**src/include/usb_req_pkg.sv**
```systemverilog
// Constants, encodings and types shared by the standard request handler
package usb_req_pkg;

	// ****************************************
	// Setup packet field layout
	// ****************************************
	localparam int BMRT_LSB = 0;
	localparam int BREQ_LSB = 8;
	localparam int WVAL_LSB = 16;
	localparam int WIDX_LSB = 32;
	localparam int TYPE_LSB = 5;
	localparam logic [1:0] TYPE_STANDARD = 2'h0;

	// ****************************************
	// Standard request codes
	// ****************************************
	localparam logic [7:0] REQ_GET_STATUS = 8'h00;
	localparam logic [7:0] REQ_CLEAR_FEATURE = 8'h01;
	localparam logic [7:0] REQ_SET_FEATURE = 8'h03;
	localparam logic [7:0] REQ_SET_ADDRESS = 8'h05;
	localparam logic [7:0] REQ_GET_DESCRIPTOR = 8'h06;
	localparam logic [7:0] REQ_SET_DESCRIPTOR = 8'h07;
	localparam logic [7:0] REQ_GET_CONFIG = 8'h08;
	localparam logic [7:0] REQ_SET_CONFIG = 8'h09;
	localparam logic [7:0] REQ_GET_IFACE = 8'h0a;
	localparam logic [7:0] REQ_SET_IFACE = 8'h0b;
	localparam logic [7:0] REQ_SYNCH_FRAME = 8'h0c;

	// ****************************************
	// Recipients, feature selectors, status bits
	// ****************************************
	localparam logic [4:0] RCPT_DEVICE = 5'h00;
	localparam logic [4:0] RCPT_IFACE = 5'h01;
	localparam logic [4:0] RCPT_EP = 5'h02;
	localparam logic [15:0] FEAT_EP_HALT = 16'h0000;
	localparam logic [15:0] FEAT_REMOTE_WAKE = 16'h0001;
	localparam int STS_SELF_POWERED = 0;
	localparam int STS_REMOTE_WAKE = 1;
	localparam int STS_HALT = 0;

	// ****************************************
	// Reset values and reply lengths
	// ****************************************
	localparam logic [6:0] ADDR_RST = 7'h00;
	localparam logic [3:0] SEL_RST = 4'h0;
	localparam logic [1:0] LEN_NONE = 2'h0;
	localparam logic [1:0] LEN_BYTE = 2'h1;
	localparam logic [1:0] LEN_WORD = 2'h2;

	// Request classes after decoding
	typedef enum logic [3:0] {
		K_GET_STATUS,
		K_CLEAR_FEATURE,
		K_SET_FEATURE,
		K_SET_ADDRESS,
		K_GET_CONFIG,
		K_SET_CONFIG,
		K_GET_IFACE,
		K_SET_IFACE,
		K_FORWARD,
		K_IGNORE
	} req_kind_t;

	// Control transfer progress
	typedef enum logic [2:0] {
		S_IDLE,
		S_DECODE,
		S_HW_DONE,
		S_ADDR_WAIT,
		S_CPU_WAIT
	} xfer_state_t;

endpackage

```
**src/include/req_if.sv**
```systemverilog
// Decoded setup request carried from the decoder to the handler core
interface req_if;
	logic valid;
	usb_req_pkg::req_kind_t kind;
	logic [4:0] recipient;
	logic [15:0] w_value;
	logic [15:0] w_index;

	modport dec (
		output valid,
		output kind,
		output recipient,
		output w_value,
		output w_index
	);

	modport core (
		input valid,
		input kind,
		input recipient,
		input w_value,
		input w_index
	);
endinterface

```
**src/rtl/usb_std_request_handler.sv**
```systemverilog
// Standard request handler of the USB device core, control endpoint side
//
// Summary of operation
// Descriptor and synch-frame requests go to firmware; the rest are handled here.
// Set-configuration and set-interface run fully in hardware, status included.
// Active configuration, interface and alternate setting are kept readable.
// Clear-feature clears an endpoint halt or the remote-wakeup enable.
// Set-feature sets an endpoint halt or the remote-wakeup enable.
// A new address takes effect only after its status stage succeeds.
// Data and status stages use the address the setup was sent to.
// Other requests finish their operation before their status is acknowledged.
// Every get-descriptor request is passed to firmware.
// Firmware supplies device, configuration and string descriptors in order.
// Firmware returns the whole configuration descriptor set in one reply.
// Get-configuration returns the configuration value, zero when unconfigured.
// Get-interface is valid only when configured and returns the alternate.
// Get-interface is answered here; firmware only gets a notification.
// Get-status returns the device, interface or endpoint status.
// Firmware reports the frame number where the sync pattern began.
// Requests to absent interfaces or endpoints are never stalled.
// Forwarded setups raise the setup interrupt and clear buffer flags.
// A selection change by set-configuration or set-interface raises an interrupt.
// Firmware enables the status acknowledge; until then a status interrupt fires.
// Class and vendor requests are forwarded like forwarded standard ones.
module usb_std_request_handler #(
	parameter logic [15:0] EP_MASK = 16'hffff,
	parameter int IFACES = 16
) (
	input wire logic clk,
	input wire logic rst,
	input wire logic setup_valid,
	input wire logic [63:0] setup_data,
	input wire logic [6:0] setup_dev_addr,
	input wire logic status_req,
	input wire logic status_done,
	input wire logic ep0_status_ack_enable,
	input wire logic self_powered,
	input wire logic [15:0] iface_status,
	output logic [6:0] match_addr,
	output logic setup_irq,
	output logic data_flags_clear,
	output logic status_stage_irq,
	output logic selection_change_irq,
	output logic get_iface_seen,
	output logic status_ack,
	output logic status_nak,
	output logic reply_valid,
	output logic [15:0] reply_data,
	output logic [1:0] reply_len,
	output logic [3:0] active_cfg,
	output logic [3:0] active_iface,
	output logic [3:0] active_alt,
	output logic configured,
	output logic [15:0] ep_halt,
	output logic remote_wake_en
);

	// ****************************************
	// Decoder and alternate setting store
	// ****************************************
	req_if rq ();

	logic alt_clr;
	logic alt_we;
	logic [3:0] alt_rd;

	req_decoder u_dec (
		.clk(clk),
		.rst(rst),
		.setup_valid(setup_valid),
		.setup_data(setup_data),
		.rq(rq)
	);

	alt_setting_store #(
		.IFACES(IFACES),
		.ALT_W(4)
	) u_alt (
		.clk(clk),
		.rst(rst),
		.clear_all(alt_clr),
		.wr_en(alt_we),
		.wr_idx(rq.w_index[3:0]),
		.wr_alt(rq.w_value[3:0]),
		.rd_idx(rq.w_index[3:0]),
		.rd_alt(alt_rd)
	);

	// ****************************************
	// State
	// ****************************************
	usb_req_pkg::xfer_state_t state_r, state_nxt;
	logic [6:0] addr_r, addr_nxt;
	logic [6:0] new_addr_r, new_addr_nxt;
	logic [6:0] match_r, match_nxt;
	logic [3:0] cfg_r, cfg_nxt;
	logic [3:0] iface_r, iface_nxt;
	logic [3:0] alt_r, alt_nxt;
	logic cfgd_r, cfgd_nxt;
	logic [15:0] halt_r, halt_nxt;
	logic wake_r, wake_nxt;
	logic sirq_r, sirq_nxt;
	logic fclr_r, fclr_nxt;
	logic stirq_r, stirq_nxt;
	logic selirq_r, selirq_nxt;
	logic gin_r, gin_nxt;
	logic ack_r, ack_nxt;
	logic nak_r, nak_nxt;
	logic rvalid_r, rvalid_nxt;
	logic [15:0] rdata_r, rdata_nxt;
	logic [1:0] rlen_r, rlen_nxt;
	logic ep_ok;

	// Endpoint addressed by wIndex and whether this core implements it
	assign ep_ok = EP_MASK[rq.w_index[3:0]];

	// ****************************************
	// Request execution and status stage
	// ****************************************
	// Operations land the cycle after decode, so they are done long before
	// any status token can arrive; a status token seen during decode is
	// answered with NAK so the host retries rather than racing the update.
	always_comb begin
		state_nxt = state_r;
		addr_nxt = addr_r;
		new_addr_nxt = new_addr_r;
		match_nxt = match_r;
		cfg_nxt = cfg_r;
		iface_nxt = iface_r;
		alt_nxt = alt_r;
		cfgd_nxt = cfgd_r;
		halt_nxt = halt_r;
		wake_nxt = wake_r;
		rdata_nxt = rdata_r;
		rlen_nxt = rlen_r;
		sirq_nxt = 1'b0;
		fclr_nxt = 1'b0;
		stirq_nxt = 1'b0;
		selirq_nxt = 1'b0;
		gin_nxt = 1'b0;
		ack_nxt = 1'b0;
		nak_nxt = 1'b0;
		rvalid_nxt = 1'b0;
		alt_clr = 1'b0;
		alt_we = 1'b0;

		if (rq.valid) begin
			state_nxt = usb_req_pkg::S_HW_DONE;
			case (rq.kind)
				usb_req_pkg::K_GET_STATUS: begin
					rvalid_nxt = 1'b1;
					rlen_nxt = usb_req_pkg::LEN_WORD;
					rdata_nxt = 16'h0000;
					case (rq.recipient)
						usb_req_pkg::RCPT_DEVICE: begin
							rdata_nxt[usb_req_pkg::STS_SELF_POWERED] = self_powered;
							rdata_nxt[usb_req_pkg::STS_REMOTE_WAKE] = wake_r;
						end
						usb_req_pkg::RCPT_IFACE: rdata_nxt = iface_status;
						usb_req_pkg::RCPT_EP: begin
							rdata_nxt[usb_req_pkg::STS_HALT] = halt_r[rq.w_index[3:0]];
						end
						default: rdata_nxt = 16'h0000;
					endcase
				end
				usb_req_pkg::K_CLEAR_FEATURE: begin
					// Unknown targets are accepted silently, never stalled
					if (rq.recipient == usb_req_pkg::RCPT_DEVICE &&
							rq.w_value == usb_req_pkg::FEAT_REMOTE_WAKE) begin
						wake_nxt = 1'b0;
					end else if (rq.recipient == usb_req_pkg::RCPT_EP &&
							rq.w_value == usb_req_pkg::FEAT_EP_HALT && ep_ok) begin
						halt_nxt[rq.w_index[3:0]] = 1'b0;
					end
				end
				usb_req_pkg::K_SET_FEATURE: begin
					if (rq.recipient == usb_req_pkg::RCPT_DEVICE &&
							rq.w_value == usb_req_pkg::FEAT_REMOTE_WAKE) begin
						wake_nxt = 1'b1;
					end else if (rq.recipient == usb_req_pkg::RCPT_EP &&
							rq.w_value == usb_req_pkg::FEAT_EP_HALT && ep_ok) begin
						halt_nxt[rq.w_index[3:0]] = 1'b1;
					end
				end
				usb_req_pkg::K_SET_ADDRESS: begin
					new_addr_nxt = rq.w_value[6:0];
					state_nxt = usb_req_pkg::S_ADDR_WAIT;
				end
				usb_req_pkg::K_GET_CONFIG: begin
					rvalid_nxt = 1'b1;
					rlen_nxt = usb_req_pkg::LEN_BYTE;
					rdata_nxt = {12'h000, cfgd_r ? cfg_r : 4'h0};
				end
				usb_req_pkg::K_SET_CONFIG: begin
					cfg_nxt = rq.w_value[3:0];
					cfgd_nxt = (rq.w_value[3:0] != 4'h0);
					iface_nxt = usb_req_pkg::SEL_RST;
					alt_nxt = usb_req_pkg::SEL_RST;
					alt_clr = 1'b1;
					selirq_nxt = (rq.w_value[3:0] != cfg_r) ||
						(iface_r != usb_req_pkg::SEL_RST) ||
						(alt_r != usb_req_pkg::SEL_RST);
				end
				usb_req_pkg::K_GET_IFACE: begin
					gin_nxt = 1'b1;
					rvalid_nxt = 1'b1;
					// Unconfigured: empty reply instead of a STALL handshake
					rlen_nxt = cfgd_r ? usb_req_pkg::LEN_BYTE : usb_req_pkg::LEN_NONE;
					rdata_nxt = {12'h000, cfgd_r ? alt_rd : 4'h0};
				end
				usb_req_pkg::K_SET_IFACE: begin
					if (cfgd_r) begin
						iface_nxt = rq.w_index[3:0];
						alt_nxt = rq.w_value[3:0];
						alt_we = 1'b1;
						selirq_nxt = (rq.w_index[3:0] != iface_r) ||
							(rq.w_value[3:0] != alt_r);
					end
				end
				usb_req_pkg::K_FORWARD: begin
					sirq_nxt = 1'b1;
					fclr_nxt = 1'b1;
					state_nxt = usb_req_pkg::S_CPU_WAIT;
				end
				default: begin
					// Unsupported standard request: completes quietly, R17 applies
					state_nxt = usb_req_pkg::S_HW_DONE;
				end
			endcase
		end

		// Status token from the host on the control endpoint
		if (status_req) begin
			case (state_r)
				usb_req_pkg::S_HW_DONE: ack_nxt = 1'b1;
				usb_req_pkg::S_ADDR_WAIT: ack_nxt = 1'b1;
				usb_req_pkg::S_CPU_WAIT: begin
					// Firmware holds the handshake until it has finished its part
					ack_nxt = ep0_status_ack_enable;
					nak_nxt = !ep0_status_ack_enable;
					stirq_nxt = !ep0_status_ack_enable;
				end
				default: nak_nxt = 1'b1;
			endcase
		end

		// Successful status handshake closes the transfer
		if (status_done && state_r != usb_req_pkg::S_DECODE) begin
			if (state_r == usb_req_pkg::S_ADDR_WAIT) begin
				addr_nxt = new_addr_r;
				match_nxt = new_addr_r;
			end
			state_nxt = usb_req_pkg::S_IDLE;
		end

		// A fresh setup abandons whatever transfer was open, pending address too
		if (setup_valid) begin
			match_nxt = setup_dev_addr;
			state_nxt = usb_req_pkg::S_DECODE;
		end
	end

	// ****************************************
	// Registers
	// ****************************************
	always_ff @(posedge clk) begin
		if (rst) begin
			state_r <= usb_req_pkg::S_IDLE;
			addr_r <= usb_req_pkg::ADDR_RST;
			new_addr_r <= usb_req_pkg::ADDR_RST;
			match_r <= usb_req_pkg::ADDR_RST;
			cfg_r <= usb_req_pkg::SEL_RST;
			iface_r <= usb_req_pkg::SEL_RST;
			alt_r <= usb_req_pkg::SEL_RST;
			cfgd_r <= 1'b0;
			halt_r <= 16'h0000;
			wake_r <= 1'b0;
			sirq_r <= 1'b0;
			fclr_r <= 1'b0;
			stirq_r <= 1'b0;
			selirq_r <= 1'b0;
			gin_r <= 1'b0;
			ack_r <= 1'b0;
			nak_r <= 1'b0;
			rvalid_r <= 1'b0;
			rdata_r <= 16'h0000;
			rlen_r <= usb_req_pkg::LEN_NONE;
		end else begin
			state_r <= state_nxt;
			addr_r <= addr_nxt;
			new_addr_r <= new_addr_nxt;
			match_r <= match_nxt;
			cfg_r <= cfg_nxt;
			iface_r <= iface_nxt;
			alt_r <= alt_nxt;
			cfgd_r <= cfgd_nxt;
			halt_r <= halt_nxt;
			wake_r <= wake_nxt;
			sirq_r <= sirq_nxt;
			fclr_r <= fclr_nxt;
			stirq_r <= stirq_nxt;
			selirq_r <= selirq_nxt;
			gin_r <= gin_nxt;
			ack_r <= ack_nxt;
			nak_r <= nak_nxt;
			rvalid_r <= rvalid_nxt;
			rdata_r <= rdata_nxt;
			rlen_r <= rlen_nxt;
		end
	end

	// ****************************************
	// Outputs, all straight from flops
	// ****************************************
	assign match_addr = match_r;
	assign setup_irq = sirq_r;
	assign data_flags_clear = fclr_r;
	assign status_stage_irq = stirq_r;
	assign selection_change_irq = selirq_r;
	assign get_iface_seen = gin_r;
	assign status_ack = ack_r;
	assign status_nak = nak_r;
	assign reply_valid = rvalid_r;
	assign reply_data = rdata_r;
	assign reply_len = rlen_r;
	assign active_cfg = cfg_r;
	assign active_iface = iface_r;
	assign active_alt = alt_r;
	assign configured = cfgd_r;
	assign ep_halt = halt_r;
	assign remote_wake_en = wake_r;

endmodule

```
**src/rtl/req_decoder.sv**
```systemverilog
// Classifies an incoming setup packet into a request kind
module req_decoder (
	input wire logic clk,
	input wire logic rst,
	input wire logic setup_valid,
	input wire logic [63:0] setup_data,
	req_if.dec rq
);

	logic [7:0] bmrt;
	logic [7:0] breq;
	usb_req_pkg::req_kind_t kind_nxt;
	usb_req_pkg::req_kind_t kind_r;
	logic valid_r;
	logic [4:0] rcpt_r;
	logic [15:0] wval_r;
	logic [15:0] widx_r;

	assign bmrt = setup_data[usb_req_pkg::BMRT_LSB +: 8];
	assign breq = setup_data[usb_req_pkg::BREQ_LSB +: 8];

	// Class and vendor requests go to firmware like forwarded standard ones
	always_comb begin
		kind_nxt = usb_req_pkg::K_IGNORE;
		if (bmrt[usb_req_pkg::TYPE_LSB +: 2] != usb_req_pkg::TYPE_STANDARD) begin
			kind_nxt = usb_req_pkg::K_FORWARD;
		end else begin
			case (breq)
				usb_req_pkg::REQ_GET_STATUS: kind_nxt = usb_req_pkg::K_GET_STATUS;
				usb_req_pkg::REQ_CLEAR_FEATURE: kind_nxt = usb_req_pkg::K_CLEAR_FEATURE;
				usb_req_pkg::REQ_SET_FEATURE: kind_nxt = usb_req_pkg::K_SET_FEATURE;
				usb_req_pkg::REQ_SET_ADDRESS: kind_nxt = usb_req_pkg::K_SET_ADDRESS;
				usb_req_pkg::REQ_GET_DESCRIPTOR: kind_nxt = usb_req_pkg::K_FORWARD;
				usb_req_pkg::REQ_SET_DESCRIPTOR: kind_nxt = usb_req_pkg::K_FORWARD;
				usb_req_pkg::REQ_SYNCH_FRAME: kind_nxt = usb_req_pkg::K_FORWARD;
				usb_req_pkg::REQ_GET_CONFIG: kind_nxt = usb_req_pkg::K_GET_CONFIG;
				usb_req_pkg::REQ_SET_CONFIG: kind_nxt = usb_req_pkg::K_SET_CONFIG;
				usb_req_pkg::REQ_GET_IFACE: kind_nxt = usb_req_pkg::K_GET_IFACE;
				usb_req_pkg::REQ_SET_IFACE: kind_nxt = usb_req_pkg::K_SET_IFACE;
				default: kind_nxt = usb_req_pkg::K_IGNORE;
			endcase
		end
	end

	// One register stage between the packet and the handler
	always_ff @(posedge clk) begin
		if (rst) begin
			valid_r <= 1'b0;
			kind_r <= usb_req_pkg::K_IGNORE;
			rcpt_r <= 5'h00;
			wval_r <= 16'h0000;
			widx_r <= 16'h0000;
		end else begin
			valid_r <= setup_valid;
			kind_r <= kind_nxt;
			rcpt_r <= bmrt[4:0];
			wval_r <= setup_data[usb_req_pkg::WVAL_LSB +: 16];
			widx_r <= setup_data[usb_req_pkg::WIDX_LSB +: 16];
		end
	end

	assign rq.valid = valid_r;
	assign rq.kind = kind_r;
	assign rq.recipient = rcpt_r;
	assign rq.w_value = wval_r;
	assign rq.w_index = widx_r;

endmodule

```
**src/rtl/alt_setting_store.sv**
```systemverilog
// Per-interface record of the selected alternate setting
module alt_setting_store #(
	parameter int IFACES = 16,
	parameter int ALT_W = 4
) (
	input wire logic clk,
	input wire logic rst,
	input wire logic clear_all,
	input wire logic wr_en,
	input wire logic [3:0] wr_idx,
	input wire logic [ALT_W-1:0] wr_alt,
	input wire logic [3:0] rd_idx,
	output logic [ALT_W-1:0] rd_alt
);

	logic [ALT_W-1:0] alt_r [IFACES];
	logic [ALT_W-1:0] alt_nxt [IFACES];

	// A new configuration returns every interface to its default setting
	always_comb begin
		for (int i = 0; i < IFACES; i++) begin
			alt_nxt[i] = alt_r[i];
			if (clear_all) begin
				alt_nxt[i] = '0;
			end else if (wr_en && (int'(wr_idx) == i)) begin
				alt_nxt[i] = wr_alt;
			end
		end
	end

	always_ff @(posedge clk) begin
		for (int i = 0; i < IFACES; i++) begin
			if (rst) begin
				alt_r[i] <= '0;
			end else begin
				alt_r[i] <= alt_nxt[i];
			end
		end
	end

	// Indices beyond the store read as the default setting
	assign rd_alt = (int'(rd_idx) < IFACES) ? alt_r[rd_idx] : '0;

endmodule

```
**config.mk**
```make
export PLATFORM = sky130hd
export DESIGN_NAME = usb_std_request_handler
export DESIGN_NICKNAME = d
export VERILOG_FILES = /design/src/include/usb_req_pkg.sv /design/src/include/req_if.sv /design/src/rtl/usb_std_request_handler.sv /design/src/rtl/req_decoder.sv /design/src/rtl/alt_setting_store.sv
export SDC_FILE = /design/constraint.sdc
export NUM_CORES = 1
export LEC_CHECK = 0
export ABC_CLOCK_PERIOD_IN_PS = 3600
export BUFFER_PORTS_ARGS = -buffer_cell sky130_fd_sc_hd__buf_2
export CAP_MARGIN = 25
export CELL_PAD_IN_SITES_DETAIL_PLACEMENT = 0
export CELL_PAD_IN_SITES_GLOBAL_PLACEMENT = 1
export CORE_UTILIZATION = 46
export CTS_CLUSTER_SIZE = 10
export DETAILED_ROUTE_END_ITERATION = 6
export PLACE_DENSITY_LB_ADDON = 0.3
export SLEW_MARGIN = 10
export SYNTH_ARGS = -nofsm -noshare
export SYNTH_HDL_FRONTEND = slang
export SYNTH_HIERARCHICAL = 1
export SYNTH_SLANG_ARGS = --single-unit
```
**constraint.sdc**
```tcl
create_clock -name clk -period 3.6 [get_ports clk]
set_input_delay 0.36 -clock clk [delete_from_list [all_inputs] [get_ports clk]]
set_output_delay 0.36 -clock clk [all_outputs]
set_load 0.05 [all_outputs]
```
==> results.json <==
{
  "grt_pass1_vias": 5439,
  "n_antenna_cell": 0,
  "vias_per_cell": 5.38,
  "hold_class": "in2reg",
  "synth_area_per_cell_um2": 10.9,
  "layoutNonFillerInstCount": 1024,
  "synthesis.area_mm2": 0.00746,
  "p_per_area_mw_per_mm2": 458,
  "regArea_mm2": 0.00396,
  "cts-root-buf": "clkbuf_16",
  "worstPathArrival_ns": 2.94,
  "cts_max_level": 4,
  "initial_utilization_pct": 47.0,
  "hold_violations": 0,
  "multi_input_area_mm2": 0.00319,
  "dieArea_mm2": 0.0167,
  "leakage_uw": 0.00350,
  "insertion_delay_ns": 0.42,
  "max_slew_margin_pct": 40.7,
  "final_cell_area_mm2": 0.00874,
  "drt_first_pass_iters": 6,
  "clock_skew_ns": 0.00705,
  "placed_cells": 992,
  "outcome": "finished clean",
  "cts_setup_buffers": 0,
  "post_cts_resized": 0,
  "wl_um": 17400,
  "finalSetupTns_ns": 0,
  "yosysWarnings": 6,
  "ir_drop_uv": 357,
  "finalSetupViolations": 0,
  "internal-power_uw": 3090,
  "drtIter0Drc": 317,
  "p_comb_share_pct": 6.5,
  "clock_tree.buffer_depth": 2,
  "cp_max_fo": 19,
  "path_class": "reg2reg",
  "crit_required_ns": 3.91,
  "drive_above_1_share_pct": 22.6,
  "max-cap-violations": 0,
  "hold_buffers": 0,
  "cts_sinks": 166,
  "crit_path_end_kind": "register",
  "rows": 46,
  "fp.dieH_um": 129,
  "drcViolationCount": 0,
  "timing.final.max_slew_violations": 0,
  "rsz0062_at_grt": "false",
  "fillers": 1428,
  "dp_hpwl_um": 12300,
  "fp.coreArea_mm2": 0.0159,
  "grt_overflow_total": 0,
  "min_period_ns": 2.63,
  "place_congestion": 0.779,
  "worstSetupStartpointType": "register",
  "routedWlPerCell_um": 17.0,
  "dpl-instance-area_mm2": 0.00819,
  "grt_use_total_pct": 21.8,
  "num_vias": 5511,
  "netSwitchingPower_uw": 910,
  "antenna_found_initial": 0,
  "finalCritPeriodShare_pct": 73.0,
  "pwr-share-clk_pct": 42.2,
  "syn_nets": 782,
  "grt_first_pass_wirelength_um": 27500,
  "max_freq_mhz": 380,
  "portBuffers": 127,
  "p_seq_share_pct": 51.3,
  "cts_inserted_buffers": 17,
  "grt_max_degree": 58,
  "worst_pin_slew_ns": 0.888,
  "nets": 894,
  "path_clk_slew_ns": 0.06,
  "swShare_pct": 22.7,
  "die_w_um": 129,
  "cts_tree": "built",
  "io_pins": 157,
  "area_growth_syn_to_layout_pct": 17.1,
  "postSynthCellCount": 683,
  "final_antenna_net_count": 0
}
## final timing paths
path                          from               end  slack [ns]  depth (start not counted)
max            u_dec/rq.w_index[0]     reply_data[0]        0.97                          7
min          ep0_status_ack_enable  status_stage_irq        0.12                          2
max reg2reg    u_dec/rq.w_index[0]     reply_data[0]        0.97                          7
min reg2reg               register          register        0.49                          2
## critical path, cell delays in order (launching register included)
cell and delay [ns]:
dfxtp_1 0.90, mux4_1 0.68, a22oi_1 0.24, nand3_1 0.13, mux2_2 0.29, nand2_1 0.07, a311oi_1 0.08, o21a_1 0.13
## metal layers
metal	GRT usage [%]	wire length, um	vias to the layer above	share of wire, %
met5	0	0	-	0
met4	10.2	353	0	2.0
met3	4.00	781	22	4.5
met2	37.8	8710	154	50
met1	26.4	7520	2662	43
li1	-	-	2673	-
## flip-flops by register name, summed over array words and instances (netlist names), 2 cells and up, named ones only
name                count
u_dec/rq.w_index        4
u_dec/rq.w_value       16
active_iface            4
reply_data             16
u_dec/rq.recipient      5
active_cfg              4
new_addr_r              7
reply_len               2
active_alt              4
match_addr              7
u_alt/alt_r            64
state_r                 3
u_dec/rq.kind           4
## placed cells by master (no fill, tap or decap), types with 3 or more instances in the layout
master	count
nor2_1	129
buf_2	127
dfxtp_1	102
edfxtp_1	64
mux2i_1	38
nor2b_1	34
nand2b_1	34
a22oi_1	24
a21oi_1	20
nand2_1	20
nand3_1	18
clkbuf_16	17
mux4_1	15
buf_4	13
o21ai_0	12
nor3_1	10
nand4_1	10
xnor2_1	10
a31oi_1	9
inv_1	8
nor3b_1	7
nor4_1	6
nand3b_1	5
ha_1	5
mux2_2	4
mux4_2	4
or2b_1	4
and3b_1	4
o22ai_1	3
and2b_1	3
xor2_1	3
clkbuf_1	3
clkinv_4	3
## power groups by stage
stage          clock network, uW  logic (uW)  registers, uW
4_1_cts                     1730         261           2050
3_5_place_dp                   0         260           2090
2_1_floorplan                  0         174           2080
6_report                    1690         259           2050
3_3_place_gp                   0         254           2090
5_1_grt                     1800         284           2060
## stage by stage
step	util, %	power [uW]	worst slack (ns)	hold WS [ns]
floorplan	-	2260	1.38	0.436
global placement	51.5	2340	1.03	0.464
detailed placement	51.5	2350	0.982	0.473
CTS	55.0	4040	0.966	0.100
global route	55.0	4140	0.809	0.102
finish	55.0	4000	0.970	0.118
## area by class of cell
cell class	instances	share of cell area, %
Multi-Input combinational cell	462	36.5
Tap cell	216	3.09
Inverter	8	0.344
Timing Repair Buffer	140	8.39
Sequential cell	166	45.4
Clock inverter	11	1.15
Clock buffer	21	5.15
No activity file was read; power rests on OpenSTA's default activity.
